File: src/rcw_params.svh
`ifndef RCW_PARAMS_SVH
`define RCW_PARAMS_SVH
`define RCW_OFS_CFG 3'h0
`define RCW_OFS_ALM 3'h1
`define RCW_OFS_TWIN 3'h2
`define RCW_OFS_AWIN 3'h3
`define RCW_OFS_PAD 3'h4
`define RCW_OFS_KEY 3'h5
`define RCW_CFG_EN 15
`define RCW_CFG_WREN 13
`define RCW_CFG_OE 10
`define RCW_ALM_EN 15
`define RCW_ALM_CHIME 14
`define RCW_PAD_SEL 1
`define RCW_KEY1 16'h0055
`define RCW_KEY2 16'h00aa
`define RCW_CLK_NS 10
`define RCW_INSTR_NS 40
`define RCW_UNLOCK_CYC (`RCW_INSTR_NS / `RCW_CLK_NS)
`define RCW_HALF_SEC_MS 500
`define RCW_HALF_SEC_CYC (`RCW_HALF_SEC_MS * 1000000 / `RCW_CLK_NS)
`define RCW_DAY_RST 8'h01
`define RCW_MON_RST 8'h01
`define RCW_FIELD_RST 8'h00
`endif

File: src/rcw_pkg.sv
package rcw_pkg;
	typedef enum logic [1:0] {
		RCW_KEY_IDLE = 2'b00,
		RCW_KEY_ONE = 2'b01
	} rcw_key_type;
endpackage

File: src/rcw_top.sv
// Design decisions made here: the Avalon-MM interface to the registers and the register offsets.
`timescale 1ns/10ps
`default_nettype none
`include "rcw_params.svh"
// Contract
// - Keep half seconds, h/m/s, day/month/year.
// - Hours run in 24-hour form.
// - Weekday and leap years automatic, 2000-2099.
// - All time fields are BCD digits.
// - Timekeeping ignores the external reset pin.
// - Time pointer selects time window pair.
// - High-byte time write decrements pointer, floor 00.
// - Alarm pointer selects alarm window pair.
// - High-byte alarm write decrements pointer, floor 00.
// - Any alarm window read decrements pointer.
// - Any time window read decrements pointer.
// - Low-byte-only writes keep the pointer.
// - Time writes ignored unless write enable set.
// - Write enable settable only just after unlock.
// - Source select picks seconds clock or alarm.
// - Pin drives only with output enable set.
// - Output enable clear disables the pin.
module rcw_top
	import rcw_pkg::*;
#(
	parameter int unsigned HALF_SEC_CYC = `RCW_HALF_SEC_CYC
) (
	input wire logic i_clk,
	input wire logic i_rst,
	input wire logic i_ext_reset_pin,
	input wire logic [2:0] i_avs_address,
	input wire logic i_avs_read,
	input wire logic i_avs_write,
	input wire logic [15:0] i_avs_writedata,
	input wire logic [1:0] i_avs_byteenable,
	output logic [15:0] o_avs_readdata,
	output logic o_avs_waitrequest,
	output logic o_rtc_pin,
	output logic o_rtc_pin_oe
);
	function automatic logic [1:0] ptr_dec(input logic [1:0] p);
		return (p == 2'b00) ? 2'b00 : p - 2'b01;
	endfunction

	function automatic logic [8:0] bcd_step(input logic [7:0] v, input logic [7:0] max,
		input logic [7:0] first);
		if (v == max) begin
			return {1'b1, first};
		end
		if (v[3:0] == 4'h9) begin
			return {1'b0, v[7:4] + 4'h1, 4'h0};
		end
		return {1'b0, v[7:4], v[3:0] + 4'h1};
	endfunction

	function automatic logic [7:0] month_days(input logic [7:0] mon, input logic [7:0] yr);
		logic leap;
		leap = yr[4] ? (yr[3:0] == 4'h2 || yr[3:0] == 4'h6) :
			(yr[3:0] == 4'h0 || yr[3:0] == 4'h4 || yr[3:0] == 4'h8);
		case (mon)
			8'h02: return leap ? 8'h29 : 8'h28;
			8'h04, 8'h06, 8'h09, 8'h11: return 8'h30;
			default: return 8'h31;
		endcase
	endfunction

	logic wait_q, wait_d;
	logic [15:0] rdata_q, rdata_d, rd_mux, twin_rd, awin_rd;
	rcw_key_type key_q, key_d;
	logic [2:0] win_q, win_d;
	logic en_q, en_d, wren_q, wren_d, oe_q, oe_d, half_q, half_d;
	logic [1:0] tptr_q, tptr_d, aptr_q, aptr_d, pad_q, pad_d;
	logic [7:0] cal_q, cal_d, arpt_q, arpt_d;
	logic aen_q, aen_d, chime_q, chime_d, apulse_q, apulse_d;
	logic [3:0] amask_q, amask_d;
	logic [31:0] div_q, div_d;
	logic [7:0] sec_q, sec_d, min_q, min_d, hr_q, hr_d, wd_q, wd_d;
	logic [7:0] day_q, day_d, mon_q, mon_d, yr_q, yr_d;
	logic [7:0] asec_q, asec_d, amin_q, amin_d, ahr_q, ahr_d;
	logic [7:0] awd_q, awd_d, aday_q, aday_d, amon_q, amon_d;
	logic pin_d, pin_oe_d, req, acc, wr, tick, match, ns;
	logic [8:0] t;
	logic [15:0] wdat;
	logic [1:0] be;

	assign req = i_avs_read | i_avs_write;
	// The pin reset stalls the bus and clears the unlock sequence; the clock keeps counting.
	assign acc = req && !wait_q && !i_ext_reset_pin;
	assign wr = acc && i_avs_write;
	assign wdat = i_avs_writedata;
	assign be = i_avs_byteenable;
	assign tick = en_q && (div_q == 32'(HALF_SEC_CYC - 1));

	always_comb begin
		case (tptr_q)
			2'b00: twin_rd = {min_q, sec_q};
			2'b01: twin_rd = {wd_q, hr_q};
			2'b10: twin_rd = {mon_q, day_q};
			default: twin_rd = {8'h00, yr_q};
		endcase
		case (aptr_q)
			2'b00: awin_rd = {amin_q, asec_q};
			2'b01: awin_rd = {awd_q, ahr_q};
			2'b10: awin_rd = {amon_q, aday_q};
			default: awin_rd = 16'h0000;
		endcase
		case (i_avs_address)
			`RCW_OFS_CFG: rd_mux = {en_q, 1'b0, wren_q, 1'b0, half_q, oe_q, tptr_q, cal_q};
			`RCW_OFS_ALM: rd_mux = {aen_q, chime_q, amask_q, aptr_q, arpt_q};
			`RCW_OFS_TWIN: rd_mux = twin_rd;
			`RCW_OFS_AWIN: rd_mux = awin_rd;
			`RCW_OFS_PAD: rd_mux = {14'h0000, pad_q};
			default: rd_mux = 16'h0000;
		endcase
	end

	always_comb begin
		wait_d = 1'b1;
		rdata_d = rdata_q;
		key_d = key_q;
		win_d = (win_q != 3'h0) ? win_q - 3'h1 : 3'h0;
		if (req && wait_q && !i_ext_reset_pin) begin
			wait_d = 1'b0;
			rdata_d = rd_mux;
		end
		if (wr && i_avs_address == `RCW_OFS_KEY && be == 2'b11) begin
			if (wdat == `RCW_KEY1) begin
				key_d = RCW_KEY_ONE;
			end else if (key_q == RCW_KEY_ONE && wdat == `RCW_KEY2) begin
				key_d = RCW_KEY_IDLE;
				win_d = 3'(`RCW_UNLOCK_CYC);
			end else begin
				key_d = RCW_KEY_IDLE;
			end
		end
		if (i_ext_reset_pin) begin
			key_d = RCW_KEY_IDLE;
			win_d = 3'h0;
		end
	end

	always_ff @(posedge i_clk) begin
		if (i_rst) begin
			wait_q <= 1'b1;
			rdata_q <= 16'h0000;
			key_q <= RCW_KEY_IDLE;
			win_q <= 3'h0;
		end else begin
			wait_q <= wait_d;
			rdata_q <= rdata_d;
			key_q <= key_d;
			win_q <= win_d;
		end
	end

	always_comb begin
		{en_d, wren_d, oe_d, half_d, tptr_d, cal_d} = {en_q, wren_q, oe_q, half_q, tptr_q, cal_q};
		{aen_d, chime_d, amask_d, aptr_d, arpt_d} = {aen_q, chime_q, amask_q, aptr_q, arpt_q};
		{pad_d, apulse_d, div_d} = {pad_q, apulse_q, div_q};
		{sec_d, min_d, hr_d, wd_d, day_d, mon_d, yr_d} =
			{sec_q, min_q, hr_q, wd_q, day_q, mon_q, yr_q};
		{asec_d, amin_d, ahr_d, awd_d, aday_d, amon_d} =
			{asec_q, amin_q, ahr_q, awd_q, aday_q, amon_q};
		t = 9'h000;
		match = 1'b0;
		ns = 1'b0;
		if (en_q) begin
			div_d = tick ? 32'h0 : div_q + 32'h1;
		end
		if (tick) begin
			half_d = ~half_q;
			if (half_q) begin
				t = bcd_step(sec_q, 8'h59, 8'h00);
				sec_d = t[7:0];
				if (t[8]) begin
					t = bcd_step(min_q, 8'h59, 8'h00);
					min_d = t[7:0];
				end
				if (t[8]) begin
					t = bcd_step(hr_q, 8'h23, 8'h00);
					hr_d = t[7:0];
				end
				if (t[8]) begin
					wd_d = (wd_q == 8'h06) ? 8'h00 : wd_q + 8'h01;
					t = bcd_step(day_q, month_days(mon_q, yr_q), 8'h01);
					day_d = t[7:0];
				end
				if (t[8]) begin
					t = bcd_step(mon_q, 8'h12, 8'h01);
					mon_d = t[7:0];
				end
				if (t[8]) begin
					t = bcd_step(yr_q, 8'h99, 8'h00);
					yr_d = t[7:0];
				end
			end
			ns = !half_d;
			case (amask_q)
				4'h0: match = 1'b1;
				4'h1: match = ns;
				4'h2: match = ns && sec_d[3:0] == asec_q[3:0];
				4'h3: match = ns && sec_d == asec_q;
				4'h4: match = ns && sec_d == asec_q && min_d[3:0] == amin_q[3:0];
				4'h5: match = ns && sec_d == asec_q && min_d == amin_q;
				4'h6: match = ns && {sec_d, min_d, hr_d} == {asec_q, amin_q, ahr_q};
				4'h7: match = ns && {sec_d, min_d, hr_d, wd_d} == {asec_q, amin_q, ahr_q, awd_q};
				4'h8: match = ns && {sec_d, min_d, hr_d, day_d} == {asec_q, amin_q, ahr_q, aday_q};
				4'h9: match = ns && {sec_d, min_d, hr_d, day_d, mon_d} ==
					{asec_q, amin_q, ahr_q, aday_q, amon_q};
				default: match = 1'b0;
			endcase
			apulse_d = 1'b0;
		end
		if (acc && i_avs_read) begin
			if (i_avs_address == `RCW_OFS_TWIN) begin
				tptr_d = ptr_dec(tptr_q);
			end
			if (i_avs_address == `RCW_OFS_AWIN) begin
				aptr_d = ptr_dec(aptr_q);
			end
		end
		if (wr) begin
			case (i_avs_address)
				`RCW_OFS_CFG: begin
					if (be[1]) begin
						// set only inside the unlock window.
						wren_d = wdat[`RCW_CFG_WREN] && (wren_q || win_q != 3'h0);
						en_d = wren_q ? wdat[`RCW_CFG_EN] : en_q;
						oe_d = wdat[`RCW_CFG_OE];
						tptr_d = wdat[9:8];
					end
					if (be[0]) begin
						cal_d = wdat[7:0];
					end
				end
				`RCW_OFS_ALM: begin
					if (be[1]) begin
						{aen_d, chime_d, amask_d, aptr_d} = wdat[15:8];
					end
					if (be[0]) begin
						arpt_d = wdat[7:0];
					end
				end
				`RCW_OFS_TWIN: begin
					if (wren_q) begin
						case (tptr_q)
							2'b00: begin
								min_d = be[1] ? wdat[15:8] : min_d;
								if (be[0]) begin
									{sec_d, half_d, div_d} = {wdat[7:0], 1'b0, 32'h0};
								end
							end
							2'b01: {wd_d, hr_d} = {be[1] ? wdat[15:8] : wd_d, be[0] ? wdat[7:0] : hr_d};
							2'b10: {mon_d, day_d} = {be[1] ? wdat[15:8] : mon_d, be[0] ? wdat[7:0] : day_d};
							// high byte at pointer 11 discarded.
							default: yr_d = be[0] ? wdat[7:0] : yr_d;
						endcase
					end
					if (be[1]) begin
						tptr_d = ptr_dec(tptr_q);
					end
				end
				`RCW_OFS_AWIN: begin
					case (aptr_q)
						2'b00: {amin_d, asec_d} = {be[1] ? wdat[15:8] : amin_d, be[0] ? wdat[7:0] : asec_d};
						2'b01: {awd_d, ahr_d} = {be[1] ? wdat[15:8] : awd_d, be[0] ? wdat[7:0] : ahr_d};
						2'b10: {amon_d, aday_d} = {be[1] ? wdat[15:8] : amon_d, be[0] ? wdat[7:0] : aday_d};
						default: ;
					endcase
					if (be[1]) begin
						aptr_d = ptr_dec(aptr_q);
					end
				end
				`RCW_OFS_PAD: pad_d = be[0] ? wdat[1:0] : pad_q;
				default: ;
			endcase
		end
		// Alarm event applied after software so the hardware action is never lost.
		if (tick && aen_q && match) begin
			apulse_d = 1'b1;
			if (arpt_q != 8'h00 || chime_q) begin
				arpt_d = arpt_q - 8'h01;
			end else begin
				aen_d = 1'b0;
			end
		end
		pin_oe_d = oe_q;
		pin_d = oe_q && (pad_q[`RCW_PAD_SEL] ? !half_q : apulse_q);
	end

	always_ff @(posedge i_clk) begin
		if (i_rst) begin
			{en_q, wren_q, oe_q, half_q, tptr_q, cal_q} <= '0;
			{aen_q, chime_q, amask_q, aptr_q, arpt_q} <= '0;
			{pad_q, apulse_q, div_q, o_rtc_pin, o_rtc_pin_oe} <= '0;
			{sec_q, min_q, hr_q, wd_q, yr_q} <= {5{`RCW_FIELD_RST}};
			{day_q, mon_q} <= {`RCW_DAY_RST, `RCW_MON_RST};
			{asec_q, amin_q, ahr_q, awd_q, aday_q, amon_q} <= {6{`RCW_FIELD_RST}};
		end else begin
			{en_q, wren_q, oe_q, half_q, tptr_q, cal_q} <= {en_d, wren_d, oe_d, half_d, tptr_d, cal_d};
			{aen_q, chime_q, amask_q, aptr_q, arpt_q} <= {aen_d, chime_d, amask_d, aptr_d, arpt_d};
			{pad_q, apulse_q, div_q, o_rtc_pin, o_rtc_pin_oe} <= {pad_d, apulse_d, div_d, pin_d, pin_oe_d};
			{sec_q, min_q, hr_q, wd_q, yr_q} <= {sec_d, min_d, hr_d, wd_d, yr_d};
			{day_q, mon_q} <= {day_d, mon_d};
			{asec_q, amin_q, ahr_q, awd_q, aday_q, amon_q} <= {asec_d, amin_d, ahr_d, awd_d, aday_d, amon_d};
		end
	end

	assign o_avs_readdata = rdata_q;
	assign o_avs_waitrequest = wait_q;
endmodule
`default_nettype wire

File: config.mk
export PLATFORM = sky130hd
export DESIGN_NAME = rcw_top
export DESIGN_NICKNAME = d
export VERILOG_FILES = /design/src/rcw_pkg.sv /design/src/rcw_top.sv
export VERILOG_INCLUDE_DIRS = /design/src /design/src/src
export SDC_FILE = /design/constraint.sdc
export NUM_CORES = 1
export LEC_CHECK = 0
export ABC_CLOCK_PERIOD_IN_PS = 4300
export BUFFER_PORTS_ARGS = -buffer_cell sky130_fd_sc_hd__buf_2
export CORE_ASPECT_RATIO = 1.5
export CORE_MARGIN = 2
export CORE_UTILIZATION = 62
export CTS_CLUSTER_DIAMETER = 30
export DETAILED_ROUTE_END_ITERATION = 6
export GPL_TIMING_DRIVEN = 0
export PLACE_DENSITY_LB_ADDON = 0.15
export SYNTH_ARGS = -nofsm -noshare
export SYNTH_HDL_FRONTEND = slang
export SYNTH_SLANG_ARGS = --single-unit
File: constraint.sdc
create_clock -name i_clk -period 4.3 [get_ports i_clk]
set_input_delay 0.215 -clock i_clk [delete_from_list [all_inputs] [get_ports i_clk]]
set_output_delay 0.215 -clock i_clk [all_outputs]
set_load 0.01 [all_outputs]
==> results of run 1 <==
## how the worst max path moves through the flow
stage	end	startpoint	cells past startpoint
final	arpt_q[1]$_SDFF_PP0_	sec_q[1]$_SDFF_PP0_	16
after global placement	arpt_q[6]$_SDFF_PP0_	sec_q[0]$_SDFF_PP0_	14
after floorplan	arpt_q[6]$_SDFF_PP0_	sec_q[0]$_SDFF_PP0_	14
after CTS	arpt_q[4]$_SDFF_PP0_	min_q[0]$_SDFF_PP0_	14
after detailed placement	arpt_q[6]$_SDFF_PP0_	sec_q[0]$_SDFF_PP0_	14
after global routing	arpt_q[4]$_SDFF_PP0_	yr_q[1]$_SDFF_PP0_	14
## flip-flops by register name, indices dropped and copies added (netlist names), 3 cells and up
| name | flops |
|---|---|
| asec_q | 8 |
| amin_q | 8 |
| yr_q | 8 |
| arpt_q | 8 |
| sec_q | 8 |
| win_q | 3 |
| amask_q | 4 |
| hr_q | 8 |
| o_avs_readdata | 16 |
| day_q | 8 |
| amon_q | 8 |
| mon_q | 8 |
| wd_q | 8 |
| div_q | 32 |
| min_q | 8 |
| aday_q | 8 |
| ahr_q | 8 |
| cal_q | 8 |
| awd_q | 8 |
## stage by stage
stage | instances | setup slack [ns]
CTS | 1891 | 0.00541
global placement | 1847 | -0.855
floorplan | 1551 | 0.718
global route | 1899 | -0.0186
finish | 1900 | 0.0531
detailed placement | 1849 | -0.893
## where the power goes
group          total (W)  switching [W]  internal [W]
Clock            0.00174       0.000711       0.00102
Sequential       0.00178     0.00000140       0.00178
Combinational   0.000175       0.000139     0.0000360
## logic make-up after synthesis
| family | synth area share, % |
|---|---|
| buffers and inverters | 4.46 |
| muxes | 11.5 |
| xor gates and xnor gates | 6.15 |
| DFF | 31.0 |
| and+or+nand+nor | 27.6 |
| AOI/OAI and AO/OA | 16.6 |
| adders and majority gates | 2.62 |
## worst min-delay path: stages
cell,delay [ns]
sky130_fd_sc_hd__buf_2,0.11
sky130_fd_sc_hd__nor4bb_1,0.05
sky130_fd_sc_hd__nand3b_1,0.08
sky130_fd_sc_hd__a211oi_1,0.06
## final cells by class
class	count	area, µm²
Buffer	106	453
Tap cell	260	325
Multi-Input combinational cell	1222	8270
Inverter	30	113
Antenna cell	1	2.50
Timing Repair Buffer	60	374
Clock buffer	23	488
Clock inverter	6	130
Sequential cell	192	3860
Fill cell	1651	5700
## timing repair
item                                   4_1_cts  5_1_grt
gates resized for setup                     30       30
pin swaps                                    7        6
setup endpoints to repair                   12       10
endpoints found under the hold margin        2        0
buffers inserted                            12        7
gates cloned                                 1        1
hold buffers                                 1        0
## Yosys cell counts, types with 19 or more instances
cell type | count | area (µm²)
sky130_fd_sc_hd__xor2_1 | 47 | 412
sky130_fd_sc_hd__xnor2_1 | 40 | 350
sky130_fd_sc_hd__clkbuf_1 | 86 | 323
sky130_fd_sc_hd__nand2_1 | 130 | 488
sky130_fd_sc_hd__nor2_1 | 244 | 916
sky130_fd_sc_hd__a22oi_1 | 20 | 150
sky130_fd_sc_hd__dfxtp_1 | 192 | 3840
sky130_fd_sc_hd__a311oi_1 | 26 | 228
sky130_fd_sc_hd__nor3_1 | 48 | 240
sky130_fd_sc_hd__ha_1 | 26 | 325
sky130_fd_sc_hd__nand3_1 | 47 | 235
sky130_fd_sc_hd__mux2i_1 | 108 | 1080
sky130_fd_sc_hd__a21oi_1 | 70 | 350
sky130_fd_sc_hd__o21ai_0 | 63 | 315
sky130_fd_sc_hd__a211oi_1 | 35 | 263
sky130_fd_sc_hd__nor4_1 | 19 | 119
sky130_fd_sc_hd__nand4_1 | 24 | 150
sky130_fd_sc_hd__nor2b_1 | 20 | 125
sky130_fd_sc_hd__inv_1 | 30 | 113
## layer usage
layer	share of wire [%]	GRT usage [%]	vias up
met5	0	0	-
met4	7.9	31.8	0
met3	9.2	9.47	236
met2	46	70.0	837
met1	37	49.9	6104
li1	-	-	5780
==> impl_results.md, run 1 <==
* Total of warnings raised by yosys at 0
* Die height at 177 µm
* Post-layout net count at 1681
* Total of buffers placed on input and output ports at 36
* Post-detailed-route wirelength per cell at 24.3 µm
* Clock-pin slew of the registers on the worst-case setup and hold paths at 0.07 ns
* Post-synthesis register bit count at 192
* Slowest stage cell, crit path: sky130_fd_sc_hd__or4_4
* CP Class: reg -> reg
* Arrival time of the worst setup path at 4.54 ns
* Worst min-delay path endpoint: key_q[0]$_SDFFE_PP0P_
* Static leakage at 4.95 nW
* Number of design rule violations left after detail routing at 0
* Worst min-delay path category: in -> reg
* Top fanout value on the critical path at 10
* Post-route design area at 14000 µm²
* Share of the clock period used by the worst path after layout at 98.8%
* Count of unique library cells instantiated by Yosys at 84
* Highest ir drop seen on vdd at 0.000283 V
* Cell at the root of the clock tree: sky130_fd_sc_hd__clkbuf_16
* Final core utilization at 71.1%
* Setup TNS at 0 ns
* Number of clock buffers inserted by TritonCTS at 17
* Horizontal die dimension at 119 µm
* Vias per cell at 6.82
* Setup slack of the most critical reg-to-reg path at 0.05 ns
* Site Rows at 63
* Netlist Area Pre-Place at 12400 µm²
* Number of buffer and inverter stages on the critical path at 4
* Sequential fraction of the synthesis area at 31.0%
* Aggregate global routing overflow at 0
* TritonCTS clock tree: built
* Max H-tree Level at 4
* Sum of internal, switching and leakage power at 0.00369 W
* Series of cell instances along the critical path: inv_1 > ha_4 > nand4b_1 > buf_4 > clkbuf_2 > a2111oi_0 > mux2i_1 > xnor2_1 > o2111ai_1 > or4_4 > o31a_1 > nor2_4 > o2111ai_4 > a21oi_4 > buf_2 > a211oi_2
* Wire length of the first global-routing pass at 69.6 mm
* Post-synthesis average cell area at 7.99 µm²
* Final count of hold timing violations at 0
* DR vias at 13000
* Number of enable-type register cells in the synthesized netlist at 0
* Placed cell areas at 12900 µm²
* Setup crit end kind: flop
* Antenna violations before repair at 0
* Number of maximum-capacitance violations at 0
* Area enclosed by the die boundary at 21200 µm²
* Later-pin clock latency in the skew report at 0.47 ns
* Number of instances in the synthesized netlist at 1551
* Total setup violations reported at the end of the flow at 0
* Starting DRC count in detailed routing at 1620
* Most frequent cells in the layout: sky130_fd_sc_hd__nor2_1, sky130_fd_sc_hd__dfxtp_1, sky130_fd_sc_hd__nand2_1, sky130_fd_sc_hd__mux2i_1, sky130_fd_sc_hd__clkbuf_1
* Cell depth of the worst hold path at 4
* Async S/R FF share, synth at 0%
* Placeable core area at 19700 µm²
* Layout area overhead at 13.0%
* Cell type group with the largest total delay on the critical path: compound AO/OA/AOI/OAI gates
* Vias in the first global route at 12200
* Total routed wirelength at 46.1 mm
* Number of I/O pins at 45
* Final slew viol count at 0
* Commonest register cell after synthesis: sky130_fd_sc_hd__dfxtp_1
* Worst R2R End: arpt_q[1]$_SDFF_PP0_
* Maximum number of pins on one net before global-route repair at 17
* Power density over cell area at 263 nW/µm²
* Depth of the worst register-to-register path at 16
* Worst hold slack across all endpoints at 0.106 ns
* Number of nets produced by synthesis at 1603
* Combined global-route utilization of all metal layers at 43.2%
* Worst Setup Start Kind: flop
* Post-detailed-route count of antenna-violating nets at 0
* Max_slew headroom at 12.8%
* R2r startpoint: sec_q[1]$_SDFF_PP0_
* Delay contributed by the slowest stage of the critical path at 0.51 ns
* Required time of the critical path at 4.59 ns
* Bufs on Longest Clock Path at 2
* Result of the run: complete, no violations
* Post-detail-place hpwl at 33.6 mm
* Most frequent standard cell in the layout excluding fill and tap cells: sky130_fd_sc_hd__nor2_1
* TritonCTS sink count at 192
* Startpoint of the most critical hold path: i_avs_writedata[1]
* Initial standard-cell utilization of the core at 62.9%
* Minimum period implied by the final worst setup slack at 4.25 ns
* TritonRoute pass-1 iters at 7
* Fmax achieved at 0.235 GHz
* Final weighted congestion in routability-driven placement at 1.00
* Pin slew with the least headroom to its limit at 1.30 ns
* Clock Skew at 0.0154 ns
* Share of layout cells above drive strength 1 at 11.1%
(Power assumes the default switching activity.)
==> run 2, diff against run 1 <==
Settings changed: CORE_ASPECT_RATIO 1.5 to 0.5.
==> run 2 against run 1 <==
- sequential power is essentially flat
- flip-flop and latch count is the same
- combinational power shrank 3%
- clock skew shrank 0.0014 ns
==> impl_results.md, run 2 (synthesized netlist as in run 1, its figures left out) <==
* Result of the run: complete, no violations
* Depth of the worst register-to-register path at 16
* Placeable core area at 19500 µm²
* Antenna violations before repair at 0
* Fmax achieved at 0.234 GHz
* Post-route design area at 14000 µm²
* Combined global-route utilization of all metal layers at 43.2%
* Post-layout net count at 1674
* Count of placed standard cells in the final layout, fillers left out at 1902
* Post-detail-place hpwl at 34.5 mm
* Cell type group with the largest total delay on the critical path: simple AND/OR/NAND/NOR gates
* Setup TNS at 0 ns
* Power density over cell area at 270 nW/µm²
* Number of design rule violations left after detail routing at 0
* Cell depth of the worst hold path at 4
* Horizontal die dimension at 204 µm
* Share of layout cells above drive strength 1 at 11.1%
* Setup slack of the most critical reg-to-reg path at 0.04 ns
* Worst Setup Start Kind: flop
* Number of buffer and inverter stages on the critical path at 4
* Most frequent standard cell in the layout excluding fill and tap cells: sky130_fd_sc_hd__nor2_1
* Total setup violations reported at the end of the flow at 0
* Final slew viol count at 0
* Final weighted congestion in routability-driven placement at 1.04
* Layout area overhead at 12.7%
* Number of clock buffers inserted by TritonCTS at 17
* Vias per cell at 6.88
* Number of flip-flops under the largest register name at 32
* Max_slew headroom at 12.6%
* Highest ir drop seen on vdd at 0.000320 V
* Post-detailed-route count of antenna-violating nets at 0
* Count of cell instances traversed by the critical path at 16
* Setup crit end kind: flop
* Top fanout value on the critical path at 10
* Starting DRC count in detailed routing at 1637
* Cell at the root of the clock tree: sky130_fd_sc_hd__clkbuf_16
* Arrival time of the worst setup path at 4.65 ns
* TritonRoute pass-1 iters at 6
* Worst min-delay path category: in -> reg
* Minimum setup slack after placement at -0.622 ns
* Initial standard-cell utilization of the core at 63.4%
* Final count of hold timing violations at 0
* Aggregate global routing overflow at 0
* CP Class: reg -> reg
* Area enclosed by the die boundary at 21200 µm²
* Most frequent cells in the layout: sky130_fd_sc_hd__nor2_1, sky130_fd_sc_hd__dfxtp_1, sky130_fd_sc_hd__nand2_1, sky130_fd_sc_hd__mux2i_1, sky130_fd_sc_hd__clkbuf_1
* Minimum period implied by the final worst setup slack at 4.26 ns
* Delay contributed by the slowest stage of the critical path at 0.62 ns
* Post-detailed-route wirelength per cell at 24.7 µm
* TritonCTS clock tree: built
* Share of the clock period used by the worst path after layout at 99.2%
* DR vias at 13100
* Total of buffers placed on input and output ports at 36
* Required time of the critical path at 4.69 ns
* Clock-pin slew of the registers on the worst-case setup and hold paths at 0.08 ns
* Wire length of the first global-routing pass at 68.9 mm
* Least setup slack across all paths after layout at 0.0351 ns
* Filler instances at 1555
* Slowest stage cell, crit path: sky130_fd_sc_hd__or4b_2
* Vias in the first global route at 11800
* Die height at 104 µm
* Site Rows at 36
* Bufs on Longest Clock Path at 2
* Placed cell areas at 12900 µm²
* Number of maximum-capacitance violations at 0
* Maximum number of pins on one net before global-route repair at 18
* Clock Skew at 0.0140 ns
* Number of I/O pins at 45
* Sum of internal, switching and leakage power at 0.00377 W
* Pin slew with the least headroom to its limit at 1.31 ns
* Later-pin clock latency in the skew report at 0.48 ns
* Max H-tree Level at 4
* Series of cell instances along the critical path: inv_1 > ha_1 > or4b_1 > nor2_4 > nand2_4 > buf_2 > nor4_2 > mux2i_1 > xnor2_1 > nor4_4 > buf_4 > o2111ai_4 > a21oi_4 > buf_12 > or4b_2 > o311ai_1
* Static leakage at 4.91 nW
* TritonCTS sink count at 192
* Total routed wirelength at 47.0 mm
* Number of cells after detailed placement at 1855
run 2: cell count changes in the layout (fill, tap and decap cells not counted), moves of 2 or more:
cell                         delta
sky130_fd_sc_hd__buf_4          -3
sky130_fd_sc_hd__clkbuf_2       -3
sky130_fd_sc_hd__inv_6          +3
sky130_fd_sc_hd__buf_6          -2
sky130_fd_sc_hd__clkbuf_4       +2
sky130_fd_sc_hd__clkbuf_8       -2
sky130_fd_sc_hd__clkinv_2       -2
sky130_fd_sc_hd__clkinvlp_4     +2
sky130_fd_sc_hd__inv_8          +2
sky130_fd_sc_hd__nor3_1         +2
sky130_fd_sc_hd__nor3_2         -2
run 2: per-stage QoR:
stage / hold slack, ns / utilization [%]
6_report: 0.117 / 71.4
5_1_grt: 0.123 / 71.4
4_1_cts: 0.0922 / 70.5
3_5_place_dp: 0.457 / 66.2
3_3_place_gp: 0.436 / 66.0
2_1_floorplan: 0.293 / -
run 2: repair_timing:
action / in CTS / in global routing
hold buffers: 1 / 0
setup buffers: 7 / 8
endpoints found under the hold margin: 2 / 0
pin swaps: 3 / 7
endpoints found under the setup margin: 11 / 10
resized for setup: 26 / 32
run 2: final timing paths:
path	startpoint	to
setup / recovery	hr_q[4]$_SDFF_PP0_	arpt_q[4]$_SDFF_PP0_
hold / removal	i_avs_writedata[1]	key_q[0]$_SDFFE_PP0P_
setup reg to reg	hr_q[4]$_SDFF_PP0_	arpt_q[4]$_SDFF_PP0_
hold reg to reg	win_q[1]$_SDFF_PP0_	win_q[1]$_SDFF_PP0_
run 2: layout make-up:
class	count	area, µm²	area share, %
multi-input cells	1221	8230	58.9
flip-flops and latches	192	3860	27.6
clock buffers	20	457	3.27
plain buffers	105	447	3.20
repair buffers	55	335	2.40
well taps	266	333	2.38
clock inverters	12	193	1.38
inverters	30	113	0.806
diodes	1	2.50	0.0179
run 2: metal layers:
| layer | track usage [%] | part of all wire (%) | vias up |
|---|---|---|---|
| met4 | 16.8 | 3.4 | 0 |
| met1 | 59.4 | 41 | 6240 |
| met2 | 60.0 | 40 | 937 |
| met5 | 0 | 0 | - |
| li1 | - | - | 5764 |
| met3 | 17.3 | 15 | 137 |
run 2: worst min-delay path, cell delays in order:
cell and delay (ns):
sky130_fd_sc_hd__buf_2 0.11, sky130_fd_sc_hd__nor4bb_1 0.08, sky130_fd_sc_hd__nand3b_1 0.08, sky130_fd_sc_hd__a211oi_1 0.06
run 2: power breakdown:
| part | internal (W) | switching [W] |
|---|---|---|
| combinational | 0.0000352 | 0.000135 |
| clock | 0.00102 | 0.000798 |
| sequential | 0.00178 | 0.00000145 |
| total | 0.00283 | 0.000934 |
